--- src/inc/ebpc_pkg.sv ---
// package: constants and types for the external bus port control block
package ebpc_pkg;
  localparam int ADDR_W = 16;
  localparam int DATA_W = 24;
  // space codes of a core access request
  typedef enum logic [1:0] {
    EBPC_SP_PROG = 2'h0,
    EBPC_SP_X    = 2'h1,
    EBPC_SP_Y    = 2'h2,
    EBPC_SP_VEC  = 2'h3
  } ebpc_space_t;
  // device end states, one-hot
  typedef enum logic [4:0] {
    EBPC_IDLE  = 5'h01,
    EBPC_SETUP = 5'h02,
    EBPC_XFER  = 5'h04,
    EBPC_DRAIN = 5'h08,
    EBPC_REL   = 5'h10
  } ebpc_state_t;
  // master end states, one-hot
  typedef enum logic [3:0] {
    EBPC_M_IDLE = 4'h1,
    EBPC_M_REQ  = 4'h2,
    EBPC_M_OWN  = 4'h4,
    EBPC_M_DONE = 4'h8
  } ebpc_mstate_t;
  localparam logic [ADDR_W-1:0] ADDR_RST = 16'h0000;
  localparam logic [DATA_W-1:0] DATA_RST = 24'h000000;
  localparam int SETUP_CYC = 1;
endpackage : ebpc_pkg

--- src/inc/ebpc_if.sv ---
// interface: external port pins between the device and an alternate master
interface ebpc_if;
  import ebpc_pkg::*;
  logic [ADDR_W-1:0] addr_o;
  logic              addr_oe;
  logic [DATA_W-1:0] data_o;
  logic              data_oe;
  logic [DATA_W-1:0] data_i;
  logic              program_space_select_n;
  logic              data_space_select_n;
  logic              xy_select;
  logic              rd_n;
  logic              wr_n;
  logic              strobe_oe;
  logic              bus_select_strobe_n;
  logic              bus_grant_out_n;
  logic              bus_needed_out_n;
  logic              bus_request_in_n;
  logic              bus_wait_in_n;
  modport device (
    output addr_o, addr_oe, data_o, data_oe, program_space_select_n,
           data_space_select_n, xy_select, rd_n, wr_n, strobe_oe,
           bus_select_strobe_n, bus_grant_out_n, bus_needed_out_n,
    input  data_i, bus_request_in_n, bus_wait_in_n
  );
  modport master (
    input  bus_grant_out_n, bus_needed_out_n, bus_select_strobe_n,
    output bus_request_in_n, bus_wait_in_n
  );
endinterface : ebpc_if

--- src/logic/ebpc_device.sv ---
// device end: external port sequencing, strobes and bus handover
// Function
// - y access drives xy select low
// - development mode vector fetch drives xy low
// - strobes float in reset or grant
// - bus select asserted ahead of access
// - bus select plus wait makes waits
// - bus select held high, not floated
// - request: finish instruction, then float bus
// - internal execution continues while bus released
// - request deasserted: device drives bus
// - grant output tells master it owns bus
// - grant held deasserted high in reset
// - bus needed asserted when bus required
// - bus needed deasserted when not required
// - needed while not master means stalled
// - bus needed is no early notice
// - wait input lengthens cycle as needed
// - write strobe low during writes
// - read strobe low during reads
// - board pulls request and wait high
// - program and data selects per space
// - address holds last value when idle
module ebpc_device
  import ebpc_pkg::*;
(
  input  wire logic                        i_ref_clk,
  input  wire logic                        i_rst,
  input  wire logic                        i_dev_mode,
  input  wire logic                        i_acc_valid,
  output logic                             o_acc_ready,
  input  wire logic                        i_acc_write,
  input  wire ebpc_pkg::ebpc_space_t       i_acc_space,
  input  wire logic [ebpc_pkg::ADDR_W-1:0] i_acc_addr,
  input  wire logic [ebpc_pkg::DATA_W-1:0] i_acc_wdata,
  output logic      [ebpc_pkg::DATA_W-1:0] o_acc_rdata,
  output logic                             o_acc_done,
  input  wire logic                        i_insn_end,
  input  wire logic                        i_need_bus,
  output logic                             o_stalled,
  ebpc_if.device                           port
);
  import ebpc_pkg::*;

  ebpc_state_t       state_ff, nxt_state;
  logic [1:0]        req_sync_ff, wait_sync_ff;
  logic [ADDR_W-1:0] addr_ff;
  logic [DATA_W-1:0] wdata_ff, rdata_ff;
  logic              write_ff, done_ff;
  ebpc_space_t       space_ff;
  logic              req_on, wait_on;

  // two-stage synchronisers for the request and wait pin inputs
  always_ff @(posedge i_ref_clk) begin
    if (i_rst) begin
      req_sync_ff  <= 2'h0;
      wait_sync_ff <= 2'h0;
    end else begin
      req_sync_ff  <= {req_sync_ff[0], ~port.bus_request_in_n};
      wait_sync_ff <= {wait_sync_ff[0], ~port.bus_wait_in_n};
    end
  end
  assign req_on  = req_sync_ff[1];
  assign wait_on = wait_sync_ff[1];

  always_comb begin
    nxt_state = state_ff;
    case (state_ff)
      EBPC_IDLE: begin
        if (req_on && i_insn_end) nxt_state = EBPC_REL;
        else if (i_acc_valid) nxt_state = EBPC_SETUP;
      end
      EBPC_SETUP: nxt_state = EBPC_XFER;
      EBPC_XFER: begin
        if (!wait_on) nxt_state = EBPC_DRAIN;
      end
      EBPC_DRAIN: nxt_state = EBPC_IDLE;
      EBPC_REL: begin
        if (!req_on) nxt_state = EBPC_IDLE;
      end
      default: nxt_state = EBPC_IDLE;
    endcase
  end

  always_ff @(posedge i_ref_clk) begin
    if (i_rst) state_ff <= EBPC_IDLE;
    else       state_ff <= nxt_state;
  end

  // capture the access; address holds otherwise
  always_ff @(posedge i_ref_clk) begin
    if (i_rst) begin
      addr_ff  <= ADDR_RST;
      wdata_ff <= DATA_RST;
      write_ff <= 1'b0;
      space_ff <= EBPC_SP_PROG;
    end else if (state_ff == EBPC_IDLE && nxt_state == EBPC_SETUP) begin
      addr_ff  <= i_acc_addr;
      wdata_ff <= i_acc_wdata;
      write_ff <= i_acc_write;
      space_ff <= i_acc_space;
    end
  end

  // read data captured when the wait is released
  always_ff @(posedge i_ref_clk) begin
    if (i_rst) begin
      rdata_ff <= DATA_RST;
      done_ff  <= 1'b0;
    end else begin
      done_ff <= (state_ff == EBPC_XFER) && !wait_on;
      if (state_ff == EBPC_XFER && !wait_on && !write_ff) rdata_ff <= port.data_i;
    end
  end

  logic active, released;
  assign active   = (state_ff == EBPC_SETUP) || (state_ff == EBPC_XFER);
  assign released = (state_ff == EBPC_REL);

  assign o_acc_ready = (state_ff == EBPC_IDLE) && !(req_on && i_insn_end);
  assign o_acc_rdata = rdata_ff;
  assign o_acc_done  = done_ff;
  assign o_stalled   = released && i_need_bus;

  assign port.addr_o  = addr_ff;
  assign port.addr_oe = !i_rst && !released;
  assign port.data_o  = wdata_ff;
  assign port.data_oe = !i_rst && !released && active && write_ff;
  assign port.strobe_oe = !i_rst && !released;
  assign port.program_space_select_n = !(active && space_ff == EBPC_SP_PROG);
  assign port.data_space_select_n =
    !(active && (space_ff == EBPC_SP_X || space_ff == EBPC_SP_Y));
  assign port.xy_select = !((space_ff == EBPC_SP_Y) ||
                            (space_ff == EBPC_SP_VEC && i_dev_mode));
  assign port.rd_n = !(state_ff == EBPC_XFER && !write_ff);
  assign port.wr_n = !(state_ff == EBPC_XFER && write_ff);
  assign port.bus_select_strobe_n = i_rst || released || !active;
  assign port.bus_grant_out_n = i_rst || !released;
  assign port.bus_needed_out_n = !(i_need_bus || active);
endmodule : ebpc_device

--- src/flat_wrapper.sv ---
// flat-port wrapper written by rule: the top's interface ports become plain ports
module ebpc_device_flat import ebpc_pkg::*;
  (i_ref_clk, i_rst, i_dev_mode, i_acc_valid, o_acc_ready, i_acc_write, i_acc_space, i_acc_addr, i_acc_wdata, o_acc_rdata, o_acc_done, i_insn_end, i_need_bus, o_stalled, port_addr_o, port_addr_oe, port_data_o, port_data_oe, port_program_space_select_n, port_data_space_select_n, port_xy_select, port_rd_n, port_wr_n, port_strobe_oe, port_bus_select_strobe_n, port_bus_grant_out_n, port_bus_needed_out_n, port_data_i, port_bus_request_in_n, port_bus_wait_in_n);
  ebpc_if port_i ();
  input  wire logic i_ref_clk;
  input  wire logic i_rst;
  input  wire logic i_dev_mode;
  input  wire logic i_acc_valid;
  output logic o_acc_ready;
  input  wire logic i_acc_write;
  input  wire ebpc_pkg::ebpc_space_t i_acc_space;
  input  wire logic [ebpc_pkg::ADDR_W-1:0] i_acc_addr;
  input  wire logic [ebpc_pkg::DATA_W-1:0] i_acc_wdata;
  output logic      [ebpc_pkg::DATA_W-1:0] o_acc_rdata;
  output logic o_acc_done;
  input  wire logic i_insn_end;
  input  wire logic i_need_bus;
  output logic o_stalled;
  output wire logic [$bits(port_i.addr_o)-1:0] port_addr_o;
  output wire logic [$bits(port_i.addr_oe)-1:0] port_addr_oe;
  output wire logic [$bits(port_i.data_o)-1:0] port_data_o;
  output wire logic [$bits(port_i.data_oe)-1:0] port_data_oe;
  output wire logic [$bits(port_i.program_space_select_n)-1:0] port_program_space_select_n;
  output wire logic [$bits(port_i.data_space_select_n)-1:0] port_data_space_select_n;
  output wire logic [$bits(port_i.xy_select)-1:0] port_xy_select;
  output wire logic [$bits(port_i.rd_n)-1:0] port_rd_n;
  output wire logic [$bits(port_i.wr_n)-1:0] port_wr_n;
  output wire logic [$bits(port_i.strobe_oe)-1:0] port_strobe_oe;
  output wire logic [$bits(port_i.bus_select_strobe_n)-1:0] port_bus_select_strobe_n;
  output wire logic [$bits(port_i.bus_grant_out_n)-1:0] port_bus_grant_out_n;
  output wire logic [$bits(port_i.bus_needed_out_n)-1:0] port_bus_needed_out_n;
  input wire logic [$bits(port_i.data_i)-1:0] port_data_i;
  input wire logic [$bits(port_i.bus_request_in_n)-1:0] port_bus_request_in_n;
  input wire logic [$bits(port_i.bus_wait_in_n)-1:0] port_bus_wait_in_n;
  assign port_addr_o = port_i.addr_o;
  assign port_addr_oe = port_i.addr_oe;
  assign port_data_o = port_i.data_o;
  assign port_data_oe = port_i.data_oe;
  assign port_program_space_select_n = port_i.program_space_select_n;
  assign port_data_space_select_n = port_i.data_space_select_n;
  assign port_xy_select = port_i.xy_select;
  assign port_rd_n = port_i.rd_n;
  assign port_wr_n = port_i.wr_n;
  assign port_strobe_oe = port_i.strobe_oe;
  assign port_bus_select_strobe_n = port_i.bus_select_strobe_n;
  assign port_bus_grant_out_n = port_i.bus_grant_out_n;
  assign port_bus_needed_out_n = port_i.bus_needed_out_n;
  assign port_i.data_i = port_data_i;
  assign port_i.bus_request_in_n = port_bus_request_in_n;
  assign port_i.bus_wait_in_n = port_bus_wait_in_n;
  ebpc_device u_core (.i_ref_clk(i_ref_clk), .i_rst(i_rst), .i_dev_mode(i_dev_mode), .i_acc_valid(i_acc_valid), .o_acc_ready(o_acc_ready), .i_acc_write(i_acc_write), .i_acc_space(i_acc_space), .i_acc_addr(i_acc_addr), .i_acc_wdata(i_acc_wdata), .o_acc_rdata(o_acc_rdata), .o_acc_done(o_acc_done), .i_insn_end(i_insn_end), .i_need_bus(i_need_bus), .o_stalled(o_stalled), .port(port_i));
endmodule
--- config.mk ---
export PLATFORM = sky130hd
export DESIGN_NAME = ebpc_device_flat
export DESIGN_NICKNAME = d
export VERILOG_FILES = /design/src/inc/ebpc_pkg.sv /design/src/inc/ebpc_if.sv /design/src/logic/ebpc_device.sv /design/src/flat_wrapper.sv
export SDC_FILE = /design/constraint.sdc
export NUM_CORES = 1
export LEC_CHECK = 0
export ABC_AREA = 1
export BUFFER_PORTS_ARGS = -buffer_cell sky130_fd_sc_hd__buf_2
export CAP_MARGIN = 25
export CORE_ASPECT_RATIO = 1.25
export CORE_MARGIN = 2
export CORE_UTILIZATION = 24
export CTS_CLUSTER_DIAMETER = 120
export DETAILED_ROUTE_END_ITERATION = 8
export HOLD_SLACK_MARGIN = 0.15
export PLACE_DENSITY_LB_ADDON = 0.05
export SLEW_MARGIN = 15
export SYNTH_ARGS = -nofsm -noshare
export SYNTH_HDL_FRONTEND = slang
export SYNTH_SLANG_ARGS = --single-unit
--- constraint.sdc ---
create_clock -name i_ref_clk -period 2.1 [get_ports i_ref_clk]
set_clock_uncertainty 0.1 [all_clocks]
set_input_delay 0.105 -clock i_ref_clk [delete_from_list [all_inputs] [get_ports i_ref_clk]]
set_output_delay 0.105 -clock i_ref_clk [all_outputs]
set_load 0.05 [all_outputs]
==> metrics, run 1 <==
status=completed; drt initial violations=roughly 130; DP Wirelength=roughly 6500 µm; FF+latch count, synth=77; post-synthesis net count=just under 600; final cycle utilization of the critical path=92.0%; Critical Path Max Stage Delay=around 340 ps; simple-gate area share of the yosys netlist=a little under two fifths; FF-to-FF setup slack=approximately 440 ps; post-synthesis async set-or-reset flop share=0%; root buf cell=clkbuf_16; RSZ-0062 raised after global routing=no; PortBufs=152; I/O pin count=153; worst rel slew slack=between 60% and 70%; Layout Area Growth over Synthesis=60.4%; top_reg_cell synth=dfxtp_1; largest family of logic cells by synthesized area=simple AND/OR/NAND/NOR gates; drt first pass iters=6; Final TNS setup=0 ps; Post-CTS Setup Bufs=0; Via density=approximately 4; vias after detailed routing=3,638; WS Path Type=flop to output pin; Post-Syn Area=3350 µm²; Critical R2R Capture=u_core.port.data_o[14]; Max Fclk=roughly 520 MHz; die height=between 100 and 150 µm; Synth Area in Compound Gates=less than 1%; origin of the critical flop-to-flop path=u_core.state_ff[4]; placed cell area=between 4000 and 5000 µm²; CTS Buffer Depth=2; most used cell, CP=nand2_1; first-pass GRT wire length=around 15,000 µm; CTS buffer count=9; post-synthesis sequential area ratio=a little under half; worst slew pin tran=509 ps; crit path DAT=1730 ps; WHS=between 300 and 400 ps; VDD IR-drop max=between 0.5 and 0.6 mV; final net count=805; Critical Path End=port_data_oe; critical-path maximum fanout=4; GPL Wtd Cong=0.771; Period minus WS final=about 1900 ps; Setup violations, final=0; post-place setup slack=around 350 ps; CTS tree=done; PwrDens=approximately 900 nW/µm²; Flop pwr share=about a third; crit path launch=u_core.state_ff[1]; cells along the critical path=nor2_2 > nand2_1 > o22ai_2 > nand2_1 > nor2_4 > clkbuf_4; reg2reg path depth=7; diode count=0; most common cell in the synthesized netlist=nor2_1; Std-Cell Rows=48; drc violations=0; fillers=about 1,500; clk_lat worst skew=between 300 and 400 ps; Worst-path clk slew=~60 ps; global route overflow=0; most frequent cells after synthesis=nor2_1, nand2_1, inv_1; H-tree depth reported by CTS=3; total internal power=around 3200 µW; Leak=slightly below 0.003 µW; Slew Viols, Final=0; critical path's slowest cell=dfxtp_1; Core ar.=13,800 µm²; Yosys top cell area share=between 40 and 50%; cell taking the most area after synthesis=dfxtp_1; Antenna Violating Nets Remaining=0; Tot GR Track Use=between 10% and 20%; critical path capture point type=output pin; multi-input logic area=around 1400 µm²; Comb pwr share=roughly 29%; Sw Share=34.0%; number of global-route vias before repair=about 3,500; Synth area leaders=dfxtp_1, nor2_1, nand2_1; post-route cell area=roughly 5400 µm²; Mapped Cells=roughly 500; Final WS setup=roughly 170 ps; die area=14,900 µm²; Yosys warning total=0; Sink Count=77; endpoints failing hold=0; FF/Latch Area=roughly 1500 µm²; multiplexer share of the synthesized area=0%; Avg Inst Size Synth=around 6.6 µm²; DR WL/cell=about 11 µm; Max-Cap Viols=0; post-synthesis adder-cell area fraction=between 1 and 1.5%; Post-synth EDFFs=0; Total Wirelength=approximately 9500 µm; initial antenna violation count=0; pin count of the biggest net entering global routing=65; CP Launch Type=flop; Synth cell types=20; die width=~110 µm; worst min path class=flop to flop; Post-Synth XOR/XNOR Area=0%; NetSw=around 1700 µW; share of cells above drive strength 1=between 20% and 30%; Starting Density=24.4%; Req. time, crit path=about 1900 ps; Clock Power Share=about 36%
-- logic make-up (layout without fill, tap and decap cells) --
logic type / Yosys count / in the layout
AO/OA/AOI/OAI: 5 / 5
adder cells (fa/ha/maj): 3 / 3
buffers and inverters: 111 / 335
flip-flops: 77 / 77
AND/OR/NAND/NOR: 312 / 312
-- cell usage in the layout (no fill, tap or decap) --
master,n
bufinv_16,2
ha_1,3
buf_4,6
nor2_4,4
o22ai_2,1
nand3_1,3
o21ai_1,1
nand4_4,1
clkbuf_16,9
nand2_1,123
clkbuf_8,4
dlygate4sd3_1,74
clkinv_1,1
nor2_1,152
a21oi_1,3
buf_2,151
dfxtp_1,77
clkinv_2,1
nand4_1,26
clkbuf_4,1
inv_1,83
buf_12,2
nor3_1,1
nor2_2,2
inv_2,1
-- worst max-delay path: cells and delay by family, from the launching register on --
| family | cells | cell delay, ps |
|---|---|---|
| buffers and inverters | 1 | 230 |
| AO/OA/AOI/OAI | 1 | 240 |
| AND/OR/NAND/NOR | 4 | 570 |
| flip-flops | 1 | 340 |
-- registers in the layout (all words and copies together), names as in the netlist --
signal	count
u_core.o_acc_rdata	24
u_core.port.data_o	24
u_core.port.addr_o	16
u_core.state_ff	5
u_core.req_sync_ff	2
u_core.space_ff	2
u_core.wait_sync_ff	2
u_core.o_acc_done	1
u_core.write_ff	1
-- power by group through the flow --
stage	clock [µW]	sequential (µW)	combinational, µW
2_1_floorplan	0	2190	531
3_3_place_gp	0	1730	1290
3_5_place_dp	0	1740	1300
4_1_cts	1850	1700	1410
5_1_grt	1890	1720	1530
6_report	1770	1700	1390
-- layer usage --
layer  global-route usage, %  routed length (µm)
met5                       0                   0
met4                    6.82                 196
met3                    4.12                 689
met2                    21.7                4290
met1                    14.8                4370
-- worst min path at each step --
stage / start / slack, ps / endpoint / cells after the start
2_1_floorplan: port_bus_request_in_n / 80 / u_core.req_sync_ff[0] / 1
3_3_place_gp: port_bus_wait_in_n / 160 / u_core.wait_sync_ff[0] / 2
3_5_place_dp: port_bus_wait_in_n / 160 / u_core.wait_sync_ff[0] / 2
4_1_cts: u_core.req_sync_ff[0] / 310 / u_core.req_sync_ff[1] / 2
5_1_grt: u_core.req_sync_ff[0] / 310 / u_core.req_sync_ff[1] / 2
6_report: u_core.req_sync_ff[0] / 310 / u_core.req_sync_ff[1] / 2
-- timing repair --
| item | 4_1_cts | 5_1_grt |
|---|---|---|
| setup endpoints to repair | 1 | 1 |
| gates cloned | 0 | 0 |
| hold endpoints to repair | 77 | 0 |
| gates resized for setup | 1 | 1 |
| hold buffers | 74 | 0 |
-- through the flow --
stage	instances	utilization [%]	total power, µW
floorplan	508	-	2720
global placement	817	31.1	3020
detailed placement	817	31.1	3040
CTS	907	39.1	4960
global route	907	39.1	5150
finish	907	39.1	4860
-- cell type report --
| type | count | share of cell area, % |
|---|---|---|
| timing repair buffer | 234 | 29.5 |
| tap | 175 | 4.07 |
| sequential | 77 | 28.7 |
| inverter | 85 | 5.93 |
| multi-input combinational | 320 | 25.4 |
| clock buffer | 13 | 5.21 |
| clock inverter | 3 | 1.21 |
Power figures use the tool's default switching activity.
==> run 2, diff against run 1 <==
--- a/config.mk
+++ b/config.mk
@@ -8,6 +8,8 @@
 export ABC_AREA = 1
 export BUFFER_PORTS_ARGS = -buffer_cell sky130_fd_sc_hd__buf_2
 export CAP_MARGIN = 25
+export CELL_PAD_IN_SITES_DETAIL_PLACEMENT = 0
+export CELL_PAD_IN_SITES_GLOBAL_PLACEMENT = 1
 export CORE_ASPECT_RATIO = 1.25
 export CORE_MARGIN = 2
 export CORE_UTILIZATION = 24
==> run 2 against run 1 <==
  * Via count about the same
  * Wire length up 3.7%
  * Die area unchanged
  * First-iteration DRC count down 9.9%
  * Total power down 6.3%
  * Clock-buffer cell count down 1
  * Non-clock buffer count unchanged
==> metrics, run 2 (same netlist as run 1, synthesis figures left out) <==
status=completed; reg2reg path depth=7; final net count=805; drt first pass iters=4; I/O pin count=around 150; drc violations=0; GPL Wtd Cong=a little over 0.8; die area=around 15,000 µm²; Starting Density=24.4%; crit path DAT=between 1500 and 2000 ps; Layout Area Growth over Synthesis=57.9%; Max Fclk=between 500 and 600 MHz; CTS Buffer Depth=2; critical path capture point type=output pin; first-pass GRT wire length=about 16,000 µm; endpoints failing hold=0; Min-Delay Endpoint=u_core.wait_sync_ff[1]; critical-path maximum fanout=4; Post-CTS Setup Bufs=0; Core ar.=between 10,000 and 15,000 µm²; Critical R2R Capture=u_core.port.data_o[15]; Sink Count=77; initial antenna violation count=0; die width=between 100 and 150 µm; Req. time, crit path=1890 ps; cells along the critical path=nor2_2 > nand2_1 > o22ai_1 > nand2_1 > nor2_4 > clkbuf_4; critical path's slowest cell=dfxtp_1; total design power=about 4600 µW; FF-to-FF setup slack=around 520 ps; Setup violations, final=0; Slew Viols, Final=0; VDD IR-drop max=0.338 mV; PwrDens=approximately 860 nW/µm²; Critical Path Max Stage Delay=340 ps; Final WS setup=184 ps; Antenna Violating Nets Remaining=0; vias after detailed routing=between 3,000 and 4,000; diode count=0; worst rel slew slack=71.4%; Hold Crit Depth=2; DP Wirelength=~6600 µm; share of cells above drive strength 1=between 20 and 30%; worst slew pin tran=~430 ps; WS Path Type=flop to output pin; pin count of the biggest net entering global routing=just under 90; Worst-path clk slew=about 60 ps; Max-Cap Viols=0; DR WL/cell=between 10 and 15 µm; H-tree depth reported by CTS=3; Std-Cell Rows=48; most frequent cells in the layout=nor2_1, buf_2, nand2_1; Leak=0.00285 µW; CTS tree=done; post-place setup slack=538 ps; CTS buffer count=9; fillers=1,503; WHS=between 300 and 400 ps; Total Wirelength=~10000 µm; global route overflow=0; most used cell, CP=nand2_1; Tot GR Track Use=13.5%; PortBufs=152; RSZ-0062 raised after global routing=no; die height=between 100 and 150 µm; final cycle utilization of the critical path=91.3%; root buf cell=clkbuf_16; number of global-route vias before repair=~3,400; clk_lat worst skew=340 ps; Period minus WS final=around 1900 ps; Via density=about 4.0; worst min path class=flop to flop; Final TNS setup=0 ps; origin of the critical flop-to-flop path=u_core.state_ff[4]; most common cell after layout, fill and taps aside=nor2_1; drt initial violations=~120; min-delay src=u_core.wait_sync_ff[0]; CP Launch Type=flop
run 2: metrics by stage:
stage	area [µm²]	util (%)	instances
6_report	5290	38.5	907
5_1_grt	5290	38.5	907
4_1_cts	5290	38.5	907
3_5_place_dp	4270	31.0	817
3_3_place_gp	4270	31.0	817
2_1_floorplan	3360	-	508
run 2: critical path, delay by kind of cell, from the launching register on:
| family | cells | cell delay, ps |
|---|---|---|
| buffers and inverters | 1 | 230 |
| and+or+nand+nor | 4 | 560 |
| DFF | 1 | 340 |
| AOI/OAI and AO/OA | 1 | 240 |
run 2: report_power, final:
group / internal (µW) / switching [µW] / leakage, µW
registers: 1620 / 82.0 / 0.000632
clock network: 859 / 613 / 0.000138
logic: 419 / 971 / 0.00208
run 2: metal layers:
| metal | share of wire (%) | track usage [%] |
|---|---|---|
| met5 | 0 | 0 |
| met4 | 2.2 | 7.31 |
| met3 | 7.2 | 3.84 |
| met2 | 46 | 22.3 |
| met1 | 44 | 15.6 |
run 2: layout make-up:
cell class	instances	area [µm²]	area share (%)
Timing Repair Buffer	234	1580	29.8
Sequential cell	77	1540	29.1
Multi-Input combinational cell	320	1360	25.7
Inverter	85	319	6.03
Clock buffer	12	256	4.85
Tap cell	175	219	4.14
Clock inverter	4	22.5	0.426
run 2: worst max-delay path by stage:
stage / start / to / slack [ps] / cells past startpoint
2_1_floorplan: u_core.state_ff[0] / port_data_oe / 30 / 6
3_3_place_gp: u_core.state_ff[1] / port_wr_n / 540 / 6
3_5_place_dp: u_core.state_ff[1] / port_data_oe / 540 / 6
4_1_cts: u_core.state_ff[1] / port_data_oe / 150 / 6
5_1_grt: u_core.state_ff[1] / port_data_oe / 20 / 6
6_report: u_core.state_ff[1] / port_data_oe / 180 / 6
run 2: timing repair:
item | in CTS | in global routing
hold buffers | 74 | 0
endpoints found under the hold margin | 77 | 0
resized for setup | 0 | 1
setup endpoints to repair | 0 | 1
==> run 3, diff against run 2 <==
--- a/config.mk
+++ b/config.mk
@@ -5,7 +5,6 @@
 export SDC_FILE = /design/constraint.sdc
 export NUM_CORES = 1
 export LEC_CHECK = 0
-export ABC_AREA = 1
 export BUFFER_PORTS_ARGS = -buffer_cell sky130_fd_sc_hd__buf_2
 export CAP_MARGIN = 25
 export CELL_PAD_IN_SITES_DETAIL_PLACEMENT = 0
==> run 3 against run 2 <==
  * Sequential share of layout area rose by 2.7 points
  * Core utilization rose by 2.8 points
  * Clock power barely moved
  * Non-clock buffer count fell by 2
  * Final cell count fell by 21%
  * Area after synthesis fell by 13%
  * Design area fell by 8.5%
  * Setup slack got worse by 73 ps
  * Largest power group unchanged
==> metrics, run 3 <==
status=completed; worst min path class=flop to flop; number of global-route vias before repair=slightly below 3,000; Flop pwr share=41.1%; origin of the critical flop-to-flop path=u_core.state_ff[0]; Max-Cap Viols=0; CTS Buffer Depth=2; post-synthesis async set-or-reset flop share=0%; most frequent cells in the layout=buf_2, nand2_1, dfxtp_1; vias after detailed routing=2,976; global route overflow=0; top_reg_cell synth=dfxtp_1; Max Fclk=503 MHz; PwrDens=about 800 nW/µm²; post-synthesis net count=412; drc violations=0; Layout Area Growth over Synthesis=66.8%; Leak=between 0.002 and 0.0025 µW; placed cell area=between 3000 and 4000 µm²; Final TNS setup=0 ps; reg2reg path depth=5; drt first pass iters=4; most common cell after layout, fill and taps aside=buf_2; initial antenna violation count=0; most common cell in the synthesized netlist=nand2_1; FF/Latch Area=1540 µm²; H-tree depth reported by CTS=3; Starting Density=between 20% and 30%; Slew Viols, Final=0; pin count of the biggest net entering global routing=45; VDD IR-drop max=0.336 mV; Comb pwr share=between 20% and 30%; Post-CTS Setup Bufs=0; final net count=633; first-pass GRT wire length=about 14,000 µm; DP Wirelength=5840 µm; critical path capture point type=output pin; critical-path maximum fanout=8; WS Path Type=flop to output pin; clk_lat worst skew=about 330 ps; FF+latch count, synth=77; Period minus WS final=between 1500 and 2000 ps; worst rel slew slack=between 60% and 70%; die width=around 100 µm; Synth cell types=33; final cycle utilization of the critical path=94.7%; Yosys warning total=0; Via density=just over 4; CP Launch Type=flop; post-place setup slack=between 200 and 250 ps; Post-synth EDFFs=0; CTS buffer count=9; Tot GR Track Use=between 10% and 20%; Avg Inst Size Synth=just under 9 µm²; Yosys top cell area share=~53%; post-route cell area=4840 µm²; most frequent cells after synthesis=nand2_1, dfxtp_1, a21oi_1; Total Wirelength=around 9000 µm; NetSw=between 1000 and 1500 µW; Std-Cell Rows=44; crit path DAT=between 1500 and 2000 ps; crit path launch=u_core.state_ff[0]; worst slew pin tran=around 500 ps; Sink Count=between 70 and 80; I/O pin count=about 150; die height=between 100 and 150 µm; PortBufs=152; Sw Share=30.4%; GPL Wtd Cong=around 0.71; DR WL/cell=12.3 µm; cell taking the most area after synthesis=dfxtp_1; endpoints failing hold=0; multi-input logic area=~1200 µm²; Setup violations, final=0; Core ar.=between 10,000 and 15,000 µm²; die area=roughly 13,000 µm²; diode count=0; total internal power=about 2700 µW; CTS tree=done; share of cells above drive strength 1=33.0%; Clock Power Share=a little under two fifths; drt initial violations=63; Post-Syn Area=~2900 µm²; RSZ-0062 raised after global routing=no; Synth area leaders=dfxtp_1, nand2_1, mux2i_1; Antenna Violating Nets Remaining=0; Mapped Cells=between 300 and 400; Worst-path clk slew=around 60 ps; Final WS setup=between 100 and 150 ps; post-synthesis sequential area ratio=between 50 and 60%; FF-to-FF setup slack=200 ps; Critical Path End=port_data_oe; root buf cell=clkbuf_16; fillers=roughly 1,200; Req. time, crit path=around 1900 ps; Critical R2R Capture=u_core.o_acc_rdata[21]
==> run 3: changes by cell type after synthesis, moves of 3 or more <==
cell	change
nor2b_1	+5
nor2_4	-3
buf_4	-6
clkbuf_1	+4
nand4_1	-26
nor2_1	-119
a21oi_1	+43
nand2_1	-32
nor3_1	+4
mux2i_1	+24
inv_1	-78
==> run 3: worst min path at each step <==
stage	startpoint	to	slack [ps]	cells past startpoint
3_3_place_gp	port_bus_request_in_n	u_core.req_sync_ff[0]	170	2
6_report	u_core.req_sync_ff[0]	u_core.req_sync_ff[1]	330	1
5_1_grt	u_core.req_sync_ff[0]	u_core.req_sync_ff[1]	370	1
2_1_floorplan	port_bus_request_in_n	u_core.req_sync_ff[0]	80	1
4_1_cts	u_core.req_sync_ff[0]	u_core.req_sync_ff[1]	340	1
3_5_place_dp	port_bus_request_in_n	u_core.req_sync_ff[0]	160	2
==> run 3: worst max-delay path: stages (launching register included) <==
cell and delay, ps:
dfxtp_1 370, or3_4 440, or3_1 370, nor2_2 110
buf_6 160
==> run 3: layer usage <==
metal | track usage (%) | share of wire (%) | vias up
met2 | 23.5 | 48 | 114
li1 | - | - | 1530
met5 | 0 | 0 | -
met1 | 15.3 | 43 | 1312
met4 | 7.53 | 2.7 | 0
met3 | 3.47 | 6.8 | 20
==> run 3: kinds of logic after synthesis <==
logic type	Yosys count	share of synthesized area, %
and+or+nand+nor	149	22.2
DFF	77	53.1
AOI/OAI and AO/OA	53	9.57
buffers and inverters	27	5.26
muxes	24	8.28
adders and majority gates	3	1.29
xor gates and xnor gates	1	0.302
==> run 3: repair_timing <==
action | in CTS | in global routing
gates resized for setup | 1 | 5
hold endpoints to repair | 72 | 0
gates cloned | 0 | 0
hold buffers | 73 | 0
setup endpoints to repair | 1 | 3
==> run 3: final cells by class <==
cell class,instances,share of cell area (%)
clock buffers,12,5.30
clock inverters,4,0.465
inverters,5,0.388
multi-input cells,230,25.3
flip-flops and latches,77,31.9
well taps,161,4.16
repair buffers,232,32.5
==> run 3: metrics by stage <==
step	total power (µW)	util (%)	cells	hold WS (ps)
3_5_place_dp	2380	32.5	632	164
5_1_grt	4090	41.3	721	367
2_1_floorplan	2140	-	334	77.4
4_1_cts	3970	41.2	721	340
3_3_place_gp	2370	32.5	632	165
6_report	3880	41.3	721	334
==> run 3: power by group through the flow <==
| stage | logic, µW | registers [µW] | clock network [µW] |
|---|---|---|---|
| after floorplan | 282 | 1860 | 0 |
| after global routing | 918 | 1610 | 1570 |
| after detailed placement | 749 | 1630 | 0 |
| final | 844 | 1590 | 1440 |
| after global placement | 747 | 1620 | 0 |
| after CTS | 856 | 1600 | 1510 |
